### src/hw/rffc_pkg.sv
// Package: register map, field layout and carrier types of the receive filter control
package rffc_pkg;
    localparam int unsigned ADDR_W = 12;
    localparam logic [ADDR_W-1:0] RFC_CTL_OFS = 12'h0B0;
    localparam logic [ADDR_W-1:0] RFC_AUX_OFS = 12'h0B8;
    localparam logic [ADDR_W-1:0] RFC_CNT_OFS = 12'h0BC;

    localparam int unsigned B_KEEP_WAKE   = 15;
    localparam int unsigned B_IGMP_CHK    = 14;
    localparam int unsigned B_ICMP_CHK    = 13;
    localparam int unsigned B_TCPUDP_CHK  = 12;
    localparam int unsigned B_IP_CHK      = 11;
    localparam int unsigned B_ACC_BCAST   = 10;
    localparam int unsigned B_ACC_MCAST   = 9;
    localparam int unsigned B_ACC_UCAST   = 8;
    localparam int unsigned B_VLAN_STRIP  = 7;
    localparam int unsigned B_UNTAG_DROP  = 6;
    localparam int unsigned B_VLAN_FILT   = 5;
    localparam int unsigned B_SRC_PERFECT = 4;
    localparam int unsigned B_MC_HASH     = 3;
    localparam int unsigned B_UC_HASH     = 2;
    localparam int unsigned B_DST_PERFECT = 1;
    localparam int unsigned B_ENG_RESET   = 0;
    localparam logic [31:0] CTL_RST_VAL   = 32'h0000_0000;
    localparam logic [31:0] CTL_WR_MASK   = 32'h0000_FFFE;
    localparam int unsigned B_STORE_WAKE  = 0;
    localparam int unsigned B_DEEP_SUSP   = 1;
    localparam logic [31:0] AUX_RST_VAL   = 32'h0000_0000;

    localparam logic [15:0] RAW_CSUM_NONE = 16'h0000;
    localparam logic [2:0]  VLAN_WORD_IDX = 3'h3;
    localparam int unsigned GROUP_BIT     = 40;
    localparam int unsigned FIFO_DEPTH    = 8;
    localparam int unsigned S_IP_DONE     = 0;
    localparam int unsigned S_IP_ERR      = 1;
    localparam int unsigned S_L4_DONE     = 2;
    localparam int unsigned S_L4_ERR      = 3;
    localparam int unsigned S_WAKE_KEPT   = 4;
    localparam int unsigned S_RAW_LSB     = 16;

    typedef enum logic [1:0] {
        PROTO_OTHER, PROTO_TCPUDP, PROTO_ICMP, PROTO_IGMP
    } rffc_proto_t;

    typedef struct packed {
        logic [31:0] data;
        logic        sof;
        logic        eof;
    } rffc_word_t;

    typedef struct packed {
        logic [47:0] dst_addr;
        logic        dst_perfect_hit;
        logic        dst_hash_hit;
        logic        src_perfect_hit;
        logic        vlan_tagged;
        logic        vlan_id_hit;
        logic        is_ip;
        logic        ip_csum_ok;
        rffc_proto_t proto;
        logic        l4_csum_ok;
        logic [15:0] raw_csum;
        logic        wake_frame;
    } rffc_info_t;

    typedef struct packed {
        logic [31:0] data;
        logic        sof;
        logic        eof;
        logic        stat;
    } rffc_out_t;
endpackage

### src/hw/rffc_fifo.sv
// Synchronous valid/ready FIFO with flush
module rffc_fifo #(
    parameter int unsigned WIDTH = 35,
    parameter int unsigned DEPTH = 8
) (
    input  wire logic             aclk,
    input  wire logic             aresetn,
    input  wire logic             flush,
    input  wire logic             in_valid,
    output logic                  in_ready,
    input  wire logic [WIDTH-1:0] in_data,
    output logic                  out_valid,
    input  wire logic             out_ready,
    output logic [WIDTH-1:0]      out_data
);
    localparam int unsigned AW = $clog2(DEPTH);
    logic [WIDTH-1:0] mem_q [DEPTH];
    logic [AW-1:0]    wr_q;
    logic [AW-1:0]    rd_q;
    logic [AW:0]      cnt_q;
    wire              push = in_valid & in_ready;
    wire              pop  = out_valid & out_ready;

    assign in_ready  = (cnt_q != (AW+1)'(DEPTH));
    assign out_valid = (cnt_q != '0);
    assign out_data  = mem_q[rd_q];

    always_ff @(posedge aclk) begin
        if (push) begin
            mem_q[wr_q] <= in_data;
        end
    end

    always_ff @(posedge aclk) begin
        if (!aresetn || flush) begin
            wr_q  <= '0;
            rd_q  <= '0;
            cnt_q <= '0;
        end else begin
            if (push) wr_q <= (wr_q == AW'(DEPTH-1)) ? '0 : wr_q + 1'b1;
            if (pop)  rd_q <= (rd_q == AW'(DEPTH-1)) ? '0 : rd_q + 1'b1;
            cnt_q <= cnt_q + (AW+1)'(push) - (AW+1)'(pop);
        end
    end
endmodule

### src/hw/rffc_top.sv
// Receive frame filter control: filtering, VLAN strip, checksum status, registers
// Behaviour
// - With no protocol checksum enable set, raw checksum field is 0000h.
// - Keep-wake set: deep-suspend wakeup frame with retention is never dropped.
// - Bit 14 checks IGMP checksum and reports raw checksum for all frames.
// - Bit 13 checks ICMP checksum and reports raw checksum for all frames.
// - Bit 12 checks TCP/UDP checksum and reports raw checksum for all frames.
// - Bit 11 checks IP header checksum; no effect on non-IP frames.
// - Bit 10 passes broadcast destinations; clear drops all broadcast frames except kept wakeup frames.
// - Bit 9 accepts all multicast; otherwise multicast must pass perfect or hash; a source perfect miss still drops it when a destination filter is on.
// - Accept-multicast never affects broadcast handling.
// - Bit 8 accepts every unicast frame regardless of address filtering; here a source perfect miss still drops it when a destination filter is on.
// - Bit 7 strips the VLAN tag before passing the frame on.
// - Bit 6 drops every frame without a VLAN tag, except kept wakeup frames.
// - Bit 5 filters tagged frames by their VLAN identifier.
// - Source perfect filter with destination filtering: both checks must pass.
// - Bit 3 hashes multicast destinations, never the broadcast address.
// - Bit 2 checks unicast destinations through the hash filter.
// - Writing one to bit 0 resets the engine; bit reads back zero.
//
// Decided for this implementation: the AXI4-Lite interface to the registers.
module rffc_top
    import rffc_pkg::*;
(
    input  wire logic              aclk,
    input  wire logic              aresetn,
    input  wire logic [ADDR_W-1:0] s_axi_awaddr,
    input  wire logic              s_axi_awvalid,
    output logic                   s_axi_awready,
    input  wire logic [31:0]       s_axi_wdata,
    input  wire logic [3:0]        s_axi_wstrb,
    input  wire logic              s_axi_wvalid,
    output logic                   s_axi_wready,
    output logic [1:0]             s_axi_bresp,
    output logic                   s_axi_bvalid,
    input  wire logic              s_axi_bready,
    input  wire logic [ADDR_W-1:0] s_axi_araddr,
    input  wire logic              s_axi_arvalid,
    output logic                   s_axi_arready,
    output logic [31:0]            s_axi_rdata,
    output logic [1:0]             s_axi_rresp,
    output logic                   s_axi_rvalid,
    input  wire logic              s_axi_rready,
    input  wire logic              in_valid,
    output logic                   in_ready,
    input  wire rffc_word_t        in_word,
    input  wire rffc_info_t        in_info,
    output logic                   out_valid,
    input  wire logic              out_ready,
    output rffc_out_t              out_word,
    input  wire logic              deep_suspend_state
);
    typedef enum logic [1:0] {ST_IDLE, ST_PASS, ST_DROP, ST_STAT} rffc_state_t;

    // Register bus state
    logic [31:0]       ctl_q;
    logic [31:0]       aux_q;
    logic              eng_rst_q;
    logic [ADDR_W-1:0] awaddr_q;
    logic              aw_have_q;
    logic [31:0]       wdata_q;
    logic [3:0]        wstrb_q;
    logic              w_have_q;
    logic              bvalid_q;
    logic [1:0]        bresp_q;
    logic              rvalid_q;
    logic [1:0]        rresp_q;
    logic [31:0]       rdata_q;
    logic [15:0]       acc_cnt_q;
    logic [15:0]       drop_cnt_q;
    logic              susp_q1;
    logic              susp_q2;

    // Frame path state
    rffc_state_t state_q;
    rffc_state_t state_d;
    logic [2:0]  idx_q;
    logic        tagged_q;
    logic [31:0] stat_q;

    // Write path
    wire         wr_go   = aw_have_q & w_have_q & ~bvalid_q;
    wire         wr_ctl  = wr_go & (awaddr_q == RFC_CTL_OFS);
    wire         wr_aux  = wr_go & (awaddr_q == RFC_AUX_OFS);
    wire         wr_cnt  = wr_go & (awaddr_q == RFC_CNT_OFS);
    wire         wr_ok   = wr_ctl | wr_aux | wr_cnt;
    wire [31:0]  bmask   = {{8{wstrb_q[3]}}, {8{wstrb_q[2]}}, {8{wstrb_q[1]}}, {8{wstrb_q[0]}}};
    wire [31:0]  ctl_new = ((ctl_q & ~bmask) | (wdata_q & bmask)) & CTL_WR_MASK;
    wire [31:0]  aux_new = ((aux_q & ~bmask) | (wdata_q & bmask)) & 32'h0000_0001;
    wire         rst_req = wr_ctl & wstrb_q[0] & wdata_q[B_ENG_RESET];
    wire         eng_rst = eng_rst_q;

    assign s_axi_awready = ~aw_have_q;
    assign s_axi_wready  = ~w_have_q;
    assign s_axi_bvalid  = bvalid_q;
    assign s_axi_bresp   = bresp_q;

    always_ff @(posedge aclk) begin
        if (!aresetn) begin
            aw_have_q <= 1'b0;
            w_have_q  <= 1'b0;
            awaddr_q  <= '0;
            wdata_q   <= '0;
            wstrb_q   <= '0;
            bvalid_q  <= 1'b0;
            bresp_q   <= 2'h0;
        end else begin
            if (s_axi_awvalid && !aw_have_q) begin
                awaddr_q  <= s_axi_awaddr;
                aw_have_q <= 1'b1;
            end
            if (s_axi_wvalid && !w_have_q) begin
                wdata_q  <= s_axi_wdata;
                wstrb_q  <= s_axi_wstrb;
                w_have_q <= 1'b1;
            end
            if (wr_go) begin
                aw_have_q <= 1'b0;
                w_have_q  <= 1'b0;
                bvalid_q  <= 1'b1;
                bresp_q   <= wr_ok ? 2'h0 : 2'h2;
            end else if (s_axi_bready) begin
                bvalid_q <= 1'b0;
            end
        end
    end

    // Bit 0 is never stored, so it reads back zero
    always_ff @(posedge aclk) begin
        if (!aresetn) begin
            ctl_q     <= CTL_RST_VAL;
            aux_q     <= AUX_RST_VAL;
            eng_rst_q <= 1'b0;
        end else begin
            eng_rst_q <= rst_req;
            if (wr_ctl) ctl_q <= ctl_new;
            if (wr_aux) aux_q <= aux_new;
        end
    end

    // Read path
    wire [31:0] rd_cnt  = {drop_cnt_q, acc_cnt_q};
    wire [31:0] rd_aux  = {30'h0, susp_q2, aux_q[B_STORE_WAKE]};
    wire        rd_hit  = (s_axi_araddr == RFC_CTL_OFS) | (s_axi_araddr == RFC_AUX_OFS)
                        | (s_axi_araddr == RFC_CNT_OFS);
    wire [31:0] rd_mux  = (s_axi_araddr == RFC_CTL_OFS) ? ctl_q
                        : (s_axi_araddr == RFC_AUX_OFS) ? rd_aux
                        : (s_axi_araddr == RFC_CNT_OFS) ? rd_cnt : 32'h0000_0000;

    assign s_axi_arready = ~rvalid_q;
    assign s_axi_rvalid  = rvalid_q;
    assign s_axi_rdata   = rdata_q;
    assign s_axi_rresp   = rresp_q;

    always_ff @(posedge aclk) begin
        if (!aresetn) begin
            rvalid_q <= 1'b0;
            rdata_q  <= '0;
            rresp_q  <= 2'h0;
        end else if (s_axi_arvalid && !rvalid_q) begin
            rvalid_q <= 1'b1;
            rdata_q  <= rd_mux;
            rresp_q  <= rd_hit ? 2'h0 : 2'h2;
        end else if (s_axi_rready) begin
            rvalid_q <= 1'b0;
        end
    end

    // Suspend level is asynchronous: two flops
    always_ff @(posedge aclk) begin
        if (!aresetn) begin
            susp_q1 <= 1'b0;
            susp_q2 <= 1'b0;
        end else begin
            susp_q1 <= deep_suspend_state;
            susp_q2 <= susp_q1;
        end
    end

    // Frame classification and acceptance
    wire is_bcast = &in_info.dst_addr;
    wire is_mcast = ~is_bcast & in_info.dst_addr[GROUP_BIT];
    wire is_ucast = ~is_bcast & ~in_info.dst_addr[GROUP_BIT];
    wire dst_filt = ctl_q[B_DST_PERFECT] | ctl_q[B_MC_HASH] | ctl_q[B_UC_HASH];
    wire perf_ok  = ctl_q[B_DST_PERFECT] & in_info.dst_perfect_hit;
    wire mc_hash  = ctl_q[B_MC_HASH] & in_info.dst_hash_hit;
    wire uc_hash  = ctl_q[B_UC_HASH] & in_info.dst_hash_hit;
    wire bc_pass  = ctl_q[B_ACC_BCAST];
    wire mc_pass  = ctl_q[B_ACC_MCAST] | perf_ok | mc_hash;
    wire uc_pass  = ctl_q[B_ACC_UCAST] | ~dst_filt | perf_ok | uc_hash;
    wire dst_pass = (is_bcast & bc_pass) | (is_mcast & mc_pass) | (is_ucast & uc_pass);
    // Source check gates only when a destination filter is on
    wire src_pass = ~ctl_q[B_SRC_PERFECT] | ~dst_filt | in_info.src_perfect_hit;
    wire vl_drop  = ctl_q[B_UNTAG_DROP] & ~in_info.vlan_tagged;
    wire vid_drop = ctl_q[B_VLAN_FILT] & in_info.vlan_tagged & ~in_info.vlan_id_hit;
    wire wake_keep = ctl_q[B_KEEP_WAKE] & aux_q[B_STORE_WAKE] & susp_q2
                   & in_info.wake_frame;
    wire accept   = wake_keep | (dst_pass & src_pass & ~vl_drop & ~vid_drop);

    // Checksum status word
    wire csum_any = ctl_q[B_IGMP_CHK] | ctl_q[B_ICMP_CHK] | ctl_q[B_TCPUDP_CHK];
    wire [15:0] raw_sel = csum_any ? in_info.raw_csum : RAW_CSUM_NONE;
    wire ip_done  = ctl_q[B_IP_CHK] & in_info.is_ip;
    wire l4_igmp  = ctl_q[B_IGMP_CHK] & (in_info.proto == PROTO_IGMP);
    wire l4_icmp  = ctl_q[B_ICMP_CHK] & (in_info.proto == PROTO_ICMP);
    wire l4_tu    = ctl_q[B_TCPUDP_CHK] & (in_info.proto == PROTO_TCPUDP);
    wire l4_done  = l4_igmp | l4_icmp | l4_tu;
    logic [31:0] stat_new;
    always_comb begin
        stat_new = '0;
        stat_new[S_RAW_LSB +: 16] = raw_sel;
        stat_new[S_IP_DONE]   = ip_done;
        stat_new[S_IP_ERR]    = ip_done & ~in_info.ip_csum_ok;
        stat_new[S_L4_DONE]   = l4_done;
        stat_new[S_L4_ERR]    = l4_done & ~in_info.l4_csum_ok;
        stat_new[S_WAKE_KEPT] = wake_keep;
    end

    // Frame path control
    logic      fifo_in_ready;
    rffc_out_t push_word;
    wire       strip_now = (state_q == ST_PASS) & ctl_q[B_VLAN_STRIP] & tagged_q
                         & (idx_q == VLAN_WORD_IDX);
    wire       sof_beat  = (state_q == ST_IDLE) & in_valid & in_word.sof;
    wire       push_vld  = (sof_beat & accept) | ((state_q == ST_PASS) & in_valid & ~strip_now)
                         | (state_q == ST_STAT);
    wire       in_fire   = in_valid & in_ready;

    assign in_ready = (state_q == ST_DROP) | (((state_q == ST_IDLE) | (state_q == ST_PASS))
                    & fifo_in_ready);
    assign push_word = (state_q == ST_STAT) ? '{data: stat_q, sof: 1'b0, eof: 1'b0, stat: 1'b1}
                     : '{data: in_word.data, sof: in_word.sof, eof: in_word.eof, stat: 1'b0};

    always_comb begin
        state_d = state_q;
        unique case (state_q)
            ST_IDLE: if (in_fire && in_word.sof) begin
                if (accept) state_d = in_word.eof ? ST_STAT : ST_PASS;
                else        state_d = in_word.eof ? ST_IDLE : ST_DROP;
            end
            ST_PASS: if (in_fire && in_word.eof) state_d = ST_STAT;
            ST_DROP: if (in_fire && in_word.eof) state_d = ST_IDLE;
            ST_STAT: if (fifo_in_ready) state_d = ST_IDLE;
        endcase
    end

    // Engine reset drops any frame in flight and flushes the FIFO
    always_ff @(posedge aclk) begin
        if (!aresetn || eng_rst) begin
            state_q  <= ST_IDLE;
            idx_q    <= '0;
            tagged_q <= 1'b0;
            stat_q   <= '0;
        end else begin
            state_q <= state_d;
            if (in_fire && sof_beat) begin
                idx_q    <= 3'h1;
                tagged_q <= in_info.vlan_tagged;
                stat_q   <= stat_new;
            end else if (in_fire && state_q == ST_PASS && idx_q != 3'h7) begin
                idx_q <= idx_q + 3'h1;
            end
        end
    end

    // Frame counters wrap; software reads both halves in one access
    always_ff @(posedge aclk) begin
        if (!aresetn || eng_rst || wr_cnt) begin
            acc_cnt_q  <= '0;
            drop_cnt_q <= '0;
        end else if (in_fire && sof_beat) begin
            if (accept) acc_cnt_q  <= acc_cnt_q + 16'h0001;
            else        drop_cnt_q <= drop_cnt_q + 16'h0001;
        end
    end

    rffc_fifo #(
        .WIDTH ($bits(rffc_out_t)),
        .DEPTH (FIFO_DEPTH)
    ) u_fifo (
        .aclk      (aclk),
        .aresetn   (aresetn),
        .flush     (eng_rst),
        .in_valid  (push_vld),
        .in_ready  (fifo_in_ready),
        .in_data   (push_word),
        .out_valid (out_valid),
        .out_ready (out_ready),
        .out_data  (out_word)
    );
endmodule

### config.mk
export PLATFORM = sky130hd
export DESIGN_NAME = rffc_top
export DESIGN_NICKNAME = d
export VERILOG_FILES = /design/src/hw/rffc_pkg.sv /design/src/hw/rffc_fifo.sv /design/src/hw/rffc_top.sv
export SDC_FILE = /design/constraint.sdc
export NUM_CORES = 1
export LEC_CHECK = 0
export BUFFER_PORTS_ARGS = -buffer_cell sky130_fd_sc_hd__buf_2
export CAP_MARGIN = 0
export CORE_ASPECT_RATIO = 0.9
export CORE_MARGIN = 2
export CORE_UTILIZATION = 52
export DETAILED_ROUTE_END_ITERATION = 12
export GPL_ROUTABILITY_DRIVEN = 0
export MAX_ROUTING_LAYER = met4
export PLACE_DENSITY = 0.76
export SYNTH_ARGS = -nofsm -noshare
export SYNTH_HDL_FRONTEND = slang
export SYNTH_HIERARCHICAL = 1
export SYNTH_SLANG_ARGS = --single-unit
### constraint.sdc
create_clock -name aclk -period 5.25 [get_ports aclk]
set_input_delay 0.2625 -clock aclk [delete_from_list [all_inputs] [get_ports aclk]]
set_output_delay 0.2625 -clock aclk [all_outputs]
set_load 0.1 [all_outputs]
After elaboration in Yosys (flattened, before gate mapping) --
Memory sizes are Yosys's and may differ from the RTL's. A register that Yosys moved wholly into a read port is not among the register bits. Cells that the tools add are included.
Cells by class: add/sub/neg operators 7, equal/unequal tests 21, muxes and demuxes 27, bitwise gates (word level) 89, reduce and logical (&&, ||, !) cells 25
Operators with widths (number):
- 32-bit two-way mux | 3
- 12-bit by 8-bit equality test with 1-bit output (second input constant) | 6
- 48-bit AND reduction | 1
- 1-bit AND | 43
- 35-bit two-way mux | 1
- 16-bit by 1-bit adder with 16-bit output (second input constant) | 2
- 16-bit AND | 2
- 1-bit bitwise OR | 25
- 2-bit two-way mux | 9
- 1-bit NOT | 17
- 16-bit two-way mux | 1
- 16-bit NOT | 1
- 16-bit bitwise OR | 1
- 3-bit two-way mux | 4
- 3-bit by 1-bit adder with 3-bit output (second input constant) | 3
- 2-bit equality test (second input constant) | 4
- 1-bit logical AND | 8
- 1-bit two-way mux | 8
- 2-bit one-hot mux with 4 select lines | 1
- 3-bit equality test (second input constant) | 2
- 2-bit by 1-bit != test with 1-bit output (second input constant) | 3
- 2-bit nonzero test | 3
- 4-bit by 1-bit adder with 4-bit output | 1
- 2-bit by 1-bit equality test with 1-bit output (second input constant) | 2
- 12 further kinds | 18
Word-level totals: bits in registers 158, memory bits (writable) 280, output and inout bits 78, word-level logic and storage cells 195, memories 1
Memory list:
- u_fifo.mem_q | words 8, width 35, read ports 1, clocked after memory_dff 1, wr ports 1, line rffc_fifo.sv:17 | logic [WIDTH-1:0] mem_q [DEPTH];

Depth between registers and ports, before layout --
Gate-level depths: netlist of run 1.
depth after elaboration 18, gate-level depth with buffers 14, depth with buffers taken out 13

Modules after synthesis --
Netlist of run 1, hierarchy kept.
Modules (own cells, without submodules):
- rffc_fifo | times used 1, cells an instance 483, area an instance 11482.3 um2, seq. area each 8668.3 um2
- rffc_top | times used 1, cells an instance 723, area an instance 6512.5 um2, seq. area each 2922.8 um2

Worst setup path before layout of run 1 --
OpenSTA, ideal clock, no wires.
path kind input to register, start point input in_info[61] (netlist name), end point memory u_fifo.mem_q[0][0] (enable), library setup time 0.515 ns, arrival time 5.277 ns, required time 4.735 ns, setup slack -0.541 ns, stages on the path 9, path buffers 1, cell sequence nand4_1 -> nor4_1 -> nand3_1 -> a211oi_4 -> or2_2 -> buf_2 -> a32o_1 -> nand2_2 -> nor4_1
On the way: cells in the longest elaborated chain, start to end 16, elaborated cells between the ends (all ways) 19
Ends and longest elaborated chain:
- start: declaration | line rffc_top.sv:47 | input wire rffc_info_t in_info,
- 48-bit AND reduction * | line rffc_top.sv:181 | wire is_bcast = &in_info.dst_addr;
- 1-bit NOT | line rffc_top.sv:182, rffc_top.sv:183
- 1-bit AND | line rffc_top.sv:182 | wire is_mcast = ~is_bcast & in_info.dst_addr[GROUP_BIT];
- 1-bit AND | line rffc_top.sv:191 | wire dst_pass = (is_bcast & bc_pass) | (is_mcast & mc_pass) | (is_ucast & uc_pass);
- 1-bit bitwise OR | line rffc_top.sv:191
- 1-bit bitwise OR * | line rffc_top.sv:191
- 1-bit AND * (3 in series) | line rffc_top.sv:198 | wire accept = wake_keep | (dst_pass & src_pass & ~vl_drop & ~vid_drop);
- 1-bit bitwise OR * | line rffc_top.sv:198
- 1-bit AND * | line rffc_top.sv:225 | wire push_vld = (sof_beat & accept) | ((state_q == ST_PASS) & in_valid & ~strip_now)
- 1-bit bitwise OR * | line rffc_top.sv:225
- 1-bit bitwise OR * | line rffc_top.sv:226 | | (state_q == ST_STAT);
- named net push_vld | line rffc_top.sv:225
- 1-bit AND * | line rffc_fifo.sv:21 | wire push = in_valid & in_ready;
- 1-bit two-way mux * | line rffc_fifo.sv:29 | if (push) begin
- 1-bit two-way mux (not written as such) * | line rffc_fifo.sv:30 | mem_q[wr_q] <= in_data;
- end: declaration | line rffc_fifo.sv:17
The timed path passes the listed nets; every way through them passes the cells marked *.

==> results of run 1 <==
[layout by cell type, fill, tap and decap left out, drive strengths merged, types with 12 or more instances in the layout]
cell	count
edfxtp	280
buf	260
dfxtp	159
nand2	120
mux4	70
clkbuf	62
mux2	57
nor2b	53
dlygate4sd3	51
a21oi	34
a21boi	32
nor2	29
mux2i	27
inv	24
and2	19
nand4	19
a22o	18
nand3	16
a22oi	16
o21ai	16
ha	15
nor3	15
a222oi	14
clkinv	14
nor4	12
[logic make-up after synthesis]
kind of cell / after synthesis / synth area share
buffers and inverters: 91 / 0.02322
other: 1 / 0.0002084
adder cells (fa/ha/maj): 16 / 0.01154
XOR/XNOR: 9 / 0.004380
flip-flops: 439 / 0.6441
multiplexers: 154 / 0.1529
AO/OA/AOI/OAI: 160 / 0.06508
AND/OR/NAND/NOR: 336 / 0.09853
[worst max-delay path by stage]
stage                      startpoint                            end  slack (ns)  cells past startpoint
after floorplan           in_info[61]   u_fifo/mem_q[2][0]$_DFFE_PP_        0.38                      9
after detailed placement  in_info[50]  u_fifo/mem_q[3][27]$_DFFE_PP_        1.38                     10
after CTS                   flip-flop  u_fifo/mem_q[3][30]$_DFFE_PP_        1.57                      9
final                       flip-flop  u_fifo/mem_q[3][29]$_DFFE_PP_        1.57                      9
after global placement    in_info[50]  u_fifo/mem_q[3][26]$_DFFE_PP_        1.42                     10
after global routing        flip-flop  u_fifo/mem_q[3][29]$_DFFE_PP_        1.40                      9
[state kept, by name, summed over array words and instances (netlist names), 3 cells and up, named ones only]
register      flops
awaddr_q         12
u_fifo/wr_q       3
idx_q             3
u_fifo/mem_q    280
s_axi_rdata      32
u_fifo/rd_q       3
wdata_q          16
drop_cnt_q       16
stat_q           21
acc_cnt_q        16
u_fifo/cnt_q      4
[area by class of cell]
cell class,count,area share
Clock buffer,62,0.05643
Clock inverter,20,0.008507
Multi-Input combinational cell,677,0.2807
Timing Repair Buffer,311,0.08658
Tap cell,462,0.02674
Inverter,21,0.003646
Sequential cell,439,0.5364
Antenna cell,8,0.0009260
[cells in the mapped netlist, drive strengths merged, types with 2 or more instances]
library cell    n
edfxtp        280
dfxtp         159
nand2         120
mux4           70
mux2           57
nor2b          53
clkbuf         49
a21oi          34
a21boi         32
nor2           29
mux2i          27
buf            21
inv            21
and2           19
nand4          19
a22o           18
a22oi          16
nand3          16
o21ai          16
ha             15
nor3           15
a222oi         14
nor4           12
or3             9
nand2b          8
o31ai           8
and3            5
or4             5
xor2            5
and4            4
nor3b           4
xnor2           4
a211oi          3
nand4b          3
nand4bb         3
or2             3
a31o            2
a31oi           2
and4b           2
nand3b          2
nor4b           2
o211ai          2
or3b            2
[per-layer routing]
metal | part of all wire | vias up
li1 | - | 5286
met1 | 0.42 | 5595
met2 | 0.49 | 374
met3 | 0.057 | 68
met4 | 0.027 | 0
met5 | 0 | -
[critical path, stage by stage (launching register included)]
cell,delay (ns)
dfxtp_1,0.35
nor3_1,0.22
or3b_2,0.16
o221ai_1,0.16
a211oi_4,0.49
or2_2,0.34
a32o_1,0.26
nand3_1,0.32
nor2_4,0.53
buf_4,0.46
[through the flow]
| stage | instance area, um2 | cells |
|---|---|---|
| after floorplan | 18000 | 1207 |
| after global placement | 19690 | 1859 |
| after detailed placement | 19690 | 1859 |
| after CTS | 21590 | 1991 |
| after global routing | 21620 | 2000 |
| final | 21620 | 2000 |
[power groups by stage]
stage	Combinational, uW	Sequential (uW)	Clock [uW]
after floorplan	1460	3900	0
after global placement	1690	3980	0
after detailed placement	1710	3990	0
after CTS	1740	3910	3080
after global routing	1830	3930	3220
final	1740	3910	3020
[repair_timing]
item | CTS | global route
hold buffers | 50 | 1
hold endpoints to repair | 49 | 1
buffers inserted | 0 | 0
==> flow_metrics.tcl, run 1 <==
set metrics [dict create \
    ys_seq_elements 439 \
    internal_power_uw 6023 \
    clk_pin_slew_worst_paths_ns 0.06 \
    swShare 0.3056 \
    seqPwrFrac 0.451 \
    cts_root_buf "clkbuf_16" \
    wl_per_cell_um 19.76 \
    final_max_slew_viol_count 0 \
    remaining_drc_errors 0 \
    core_um2 34030 \
    power_leakage_uw 0.007710 \
    synth_area_um2 17990 \
    fin_skew_ns 0.01955 \
    r2r_cells 9 \
    cts_made_buffers 45 \
    antenna_found_initial 8 \
    synth_area_per_cell_um2 14.92 \
    grt_util_met2 0.3622 \
    rsz0062_at_grt "no" \
    crit_path_end_kind "flip-flop" \
    grtUsageMet1 0.3000 \
    finalSetupViolCount 0 \
    syn-instance-count 1206 \
    avgViaCountPerCell 5.662 \
    die_area_um2 36110 \
    clockPowerShare 0.349 \
    row_count 64 \
    power_uw 8673 \
    h-tree-depth 2 \
    fill_cells 2430 \
    synth-async-reset-ratio 0 \
    comb_power_share 0.201 \
    holdCritStartpoint "s_axi_wdata[13]" \
    fin_crit_sh 0.7010 \
    r2r_end "u_fifo/mem_q[3][29]$_DFFE_PP_" \
    whs_ns 0.02074 \
    pwr_density_cell_nw_per_um2 401.2 \
    grt_pass1_wl_mm 60.99 \
    grt-busiest-layer "met2" \
    grt_pass1_vias 11271 \
    drt_first_pass_iters 5 \
    setup_slack_ns 1.570 \
    fin_setup_tns_ns 0 \
    cts.sinks 439 \
    outcome "completed" \
    final_nets 1690 \
    drtAntennaViolNets 0 \
    clk_latency_ns 0.55 \
    crit_type "reg2reg" \
    hpwl_mm 23.84 \
    ctsResizeCount 0 \
    hold_violations 0 \
    cts_tree "yes" \
    seqCellArea_um2 11600 \
    max_cap_violations 0 \
    ys_warn_count 6 \
    finalWirelength_mm 39.52 \
    cts_buffer_depth 3 \
    fmax_mhz 271.7 \
    hold-path-endpoint "wdata_q[13]$_SDFFE_PN0P_" \
    grt_use_met3 0.03069 \
    reg2reg_setup_slack_ns 1.57 \
    postLayoutCoreUtil 0.6353 \
    io_buffers 236 \
    fin_crit_ns 3.680 \
    multiInputGateArea_um2 6070 \
    cp.arrival_ns 3.87 \
    vdd_drop_max_v 0.0002233 \
    grt_max_degree 90 \
    synth_area_leaders "edfxtp_1, dfxtp_1, mux4_1, mux2_2, nand2_1" \
    synth_top_area_frac 0.4673 \
    p_switching_uw 2650 \
    synth_cell_types 67 \
    critPathLaunchType "flip-flop" \
    drt-initial-drc-count 874 \
    worstHoldPathType "in2reg" \
    route.vias.total 11323 \
    max_slew_margin 0.2283 \
    crit_path_max_fanout 23 \
    start_util 0.5287 \
    drive_gt1_frac 0.2660 \
    die_h_um 180.5 \
    ys.flop_type "edfxtp_1" \
    grt_util_all_layers 0.2257 \
    required_ns 5.44 \
    ys_seq_area_frac 0.6441 \
    synth-edff-count 280 \
    grt-ovfl-total 0 \
    hold_depth 3 \
    tightest_slew_ns 1.155 \
    die_width_um 200.1 \
    area_delta_synth_final_pct 20.14 \
    ioPinCount 257 \
    pre_cts_slack_ns 1.379 \
    synth_top_area_cell "edfxtp_1" \
]
(Power assumes the default switching activity.)
==> inputs of run 2 (changes only) <==
clock period = 3 ns   (was 5.25 ns; I/O delays follow)
==> run 2 against run 1 <==
Compared with the run above:
- fmax increased by 27%
- clock power increased by 77%
- cell count increased by 0.80%
- worst setup slack got worse by 1.5 ns
- critical path depth increased by 4
- count of clock-buffer cells in the layout increased by 6
- register-to-register slack got worse by 1.5 ns
- largest power group unchanged
==> flow_metrics.tcl, run 2 (synthesis results as in run 1) <==
set metrics [dict create \
    regMostFlops "u_fifo/mem_q" \
    max_cap_violations 0 \
    cts_made_buffers 44 \
    drive_gt1_frac 0.2763 \
    cts_buffer_depth 3 \
    drt-initial-drc-count 927 \
    grt-ovfl-total 0 \
    power_leakage_uw 0.007861 \
    finalWirelength_mm 40.93 \
    clk_latency_ns 0.54 \
    r2r_cells 13 \
    fmax_mhz 345.0 \
    postLayoutCoreUtil 0.6460 \
    required_ns 3.44 \
    antenna_found_initial 5 \
    h-tree-depth 2 \
    clk_pin_slew_worst_paths_ns 0.06 \
    hold_violations 0 \
    multiInputGateArea_um2 6128 \
    tightest_slew_ns 1.154 \
    crit_path_end_kind "flip-flop" \
    start_util 0.5287 \
    die_area_um2 36110 \
    crit_type "reg2reg" \
    max_slew_margin 0.2291 \
    avgViaCountPerCell 5.688 \
    worstHoldPathType "in2reg" \
    route.vias.total 11467 \
    final_nets 1711 \
    reg2reg_setup_slack_ns 0.10 \
    hold-path-endpoint "u_fifo/mem_q[2][26]$_DFFE_PP_" \
    cts_setup_buffers 0 \
    remaining_drc_errors 0 \
    placed_area_um2 19960 \
    row_count 64 \
    most-common-layout-cells "edfxtp_1, buf_2, dfxtp_1" \
    finalSetupViolCount 0 \
    fin_crit_ns 2.898 \
    largest_reg_flops 280 \
    cp.arrival_ns 3.34 \
    r2r_end "u_fifo/cnt_q[2]$_SDFF_PP0_" \
    cts_root_buf "clkbuf_16" \
    outcome "completed" \
    die_width_um 200.1 \
    area_delta_synth_final_pct 22.18 \
    final_max_slew_viol_count 0 \
    core_um2 34030 \
    drt_first_pass_iters 6 \
    grt_pass1_vias 11539 \
    hold_depth 2 \
    io_buffers 236 \
    ioPinCount 257 \
    stdcell_area_um2 21990 \
    cts.sinks 439 \
    vdd_drop_max_v 0.0003934 \
    power_uw 15330 \
    wl_per_cell_um 20.30 \
    crit_path_max_fanout 4 \
    grt_util_all_layers 0.2353 \
    seqCellArea_um2 11600 \
    hpwl_mm 25.25 \
    holdCritStartpoint "in_word[25]" \
    grt_max_degree 48 \
    fill_cells 2367 \
    cts_tree "yes" \
    fin_skew_ns 0.01420 \
    drtAntennaViolNets 0 \
    pwr_density_cell_nw_per_um2 697.4 \
    grt_pass1_wl_mm 63.35 \
    fin_crit_sh 0.9661 \
    critPathLaunchType "flip-flop" \
    fin_setup_tns_ns 0 \
    die_h_um 180.5 \
    final_common_cell "edfxtp_1" \
]
## run 2: report_power, final
group | total (uW) | leakage [uW] | internal (uW) | switching [uW]
Sequential | 6780 | 0.00382 | 6610 | 165
Combinational | 3200 | 0.00335 | 943 | 2260
Clock | 5360 | 0.000687 | 3130 | 2220
Total | 15300 | 0.00786 | 10700 | 4640
## run 2: area by class of cell
cell class,count,share of cell area
clock inverter,11,0.005236
inverter,21,0.003585
multi-input combinational,677,0.2787
sequential,439,0.5277
antenna,5,0.0005691
tap,462,0.02629
clock buffer,68,0.05867
timing repair buffer,333,0.09925
## run 2: how the worst max path moves through the flow
| stage | start | end | slack (ns) |
|---|---|---|---|
| final | flip-flop | u_fifo/cnt_q[2]$_SDFF_PP0_ | 0.10 |
| after CTS | flip-flop | u_fifo/cnt_q[2]$_SDFF_PP0_ | 0.03 |
| after detailed placement | in_info[67] | u_fifo/cnt_q[2]$_SDFF_PP0_ | -0.03 |
| after global placement | in_info[37] | u_fifo/cnt_q[2]$_SDFF_PP0_ | 0.01 |
| after global routing | flip-flop | u_fifo/cnt_q[2]$_SDFF_PP0_ | -0.04 |
| after floorplan | in_info[46] | u_fifo/mem_q[0][0]$_DFFE_PP_ | -0.40 |
## run 2: stage by stage
step                cells  hold slack [ns]  setup WS, ns
floorplan            1207           0.2614       -0.3957
global placement     1873           0.3478      0.009992
detailed placement   1873           0.3614      -0.02806
CTS                  2011         0.006606       0.02556
global route         2016          0.03289      -0.03671
finish               2016          0.02515        0.1018
## run 2: what timing repair did
item                       4_1_cts  5_1_grt
hold endpoints to repair        57        0
setup endpoints to repair        0        3
gates resized for setup          0        4
hold buffers                    59        0
## run 2: layer usage
| metal | vias up | wire (um) | global-route usage | share of wire |
|---|---|---|---|---|
| met5 | - | 0 | - | 0 |
| met4 | 0 | 957 | 0.06844 | 0.023 |
| met3 | 70 | 2624 | 0.03706 | 0.064 |
| met2 | 445 | 20430 | 0.3874 | 0.50 |
| met1 | 5633 | 16920 | 0.3027 | 0.41 |
| li1 | 5319 | - | - | - |
## run 2: worst max-delay path: stages, from the launching register on
cell	delay (ns)
dfxtp_2	0.39
nor3_4	0.06
a2111oi_1	0.36
a2bb2oi_2	0.23
a211oi_4	0.10
or2_4	0.26
a32o_2	0.28
nand2_4	0.07
ha_1	0.12
inv_1	0.04
ha_1	0.20
fa_1	0.38
xor2_1	0.14
and2_1	0.14
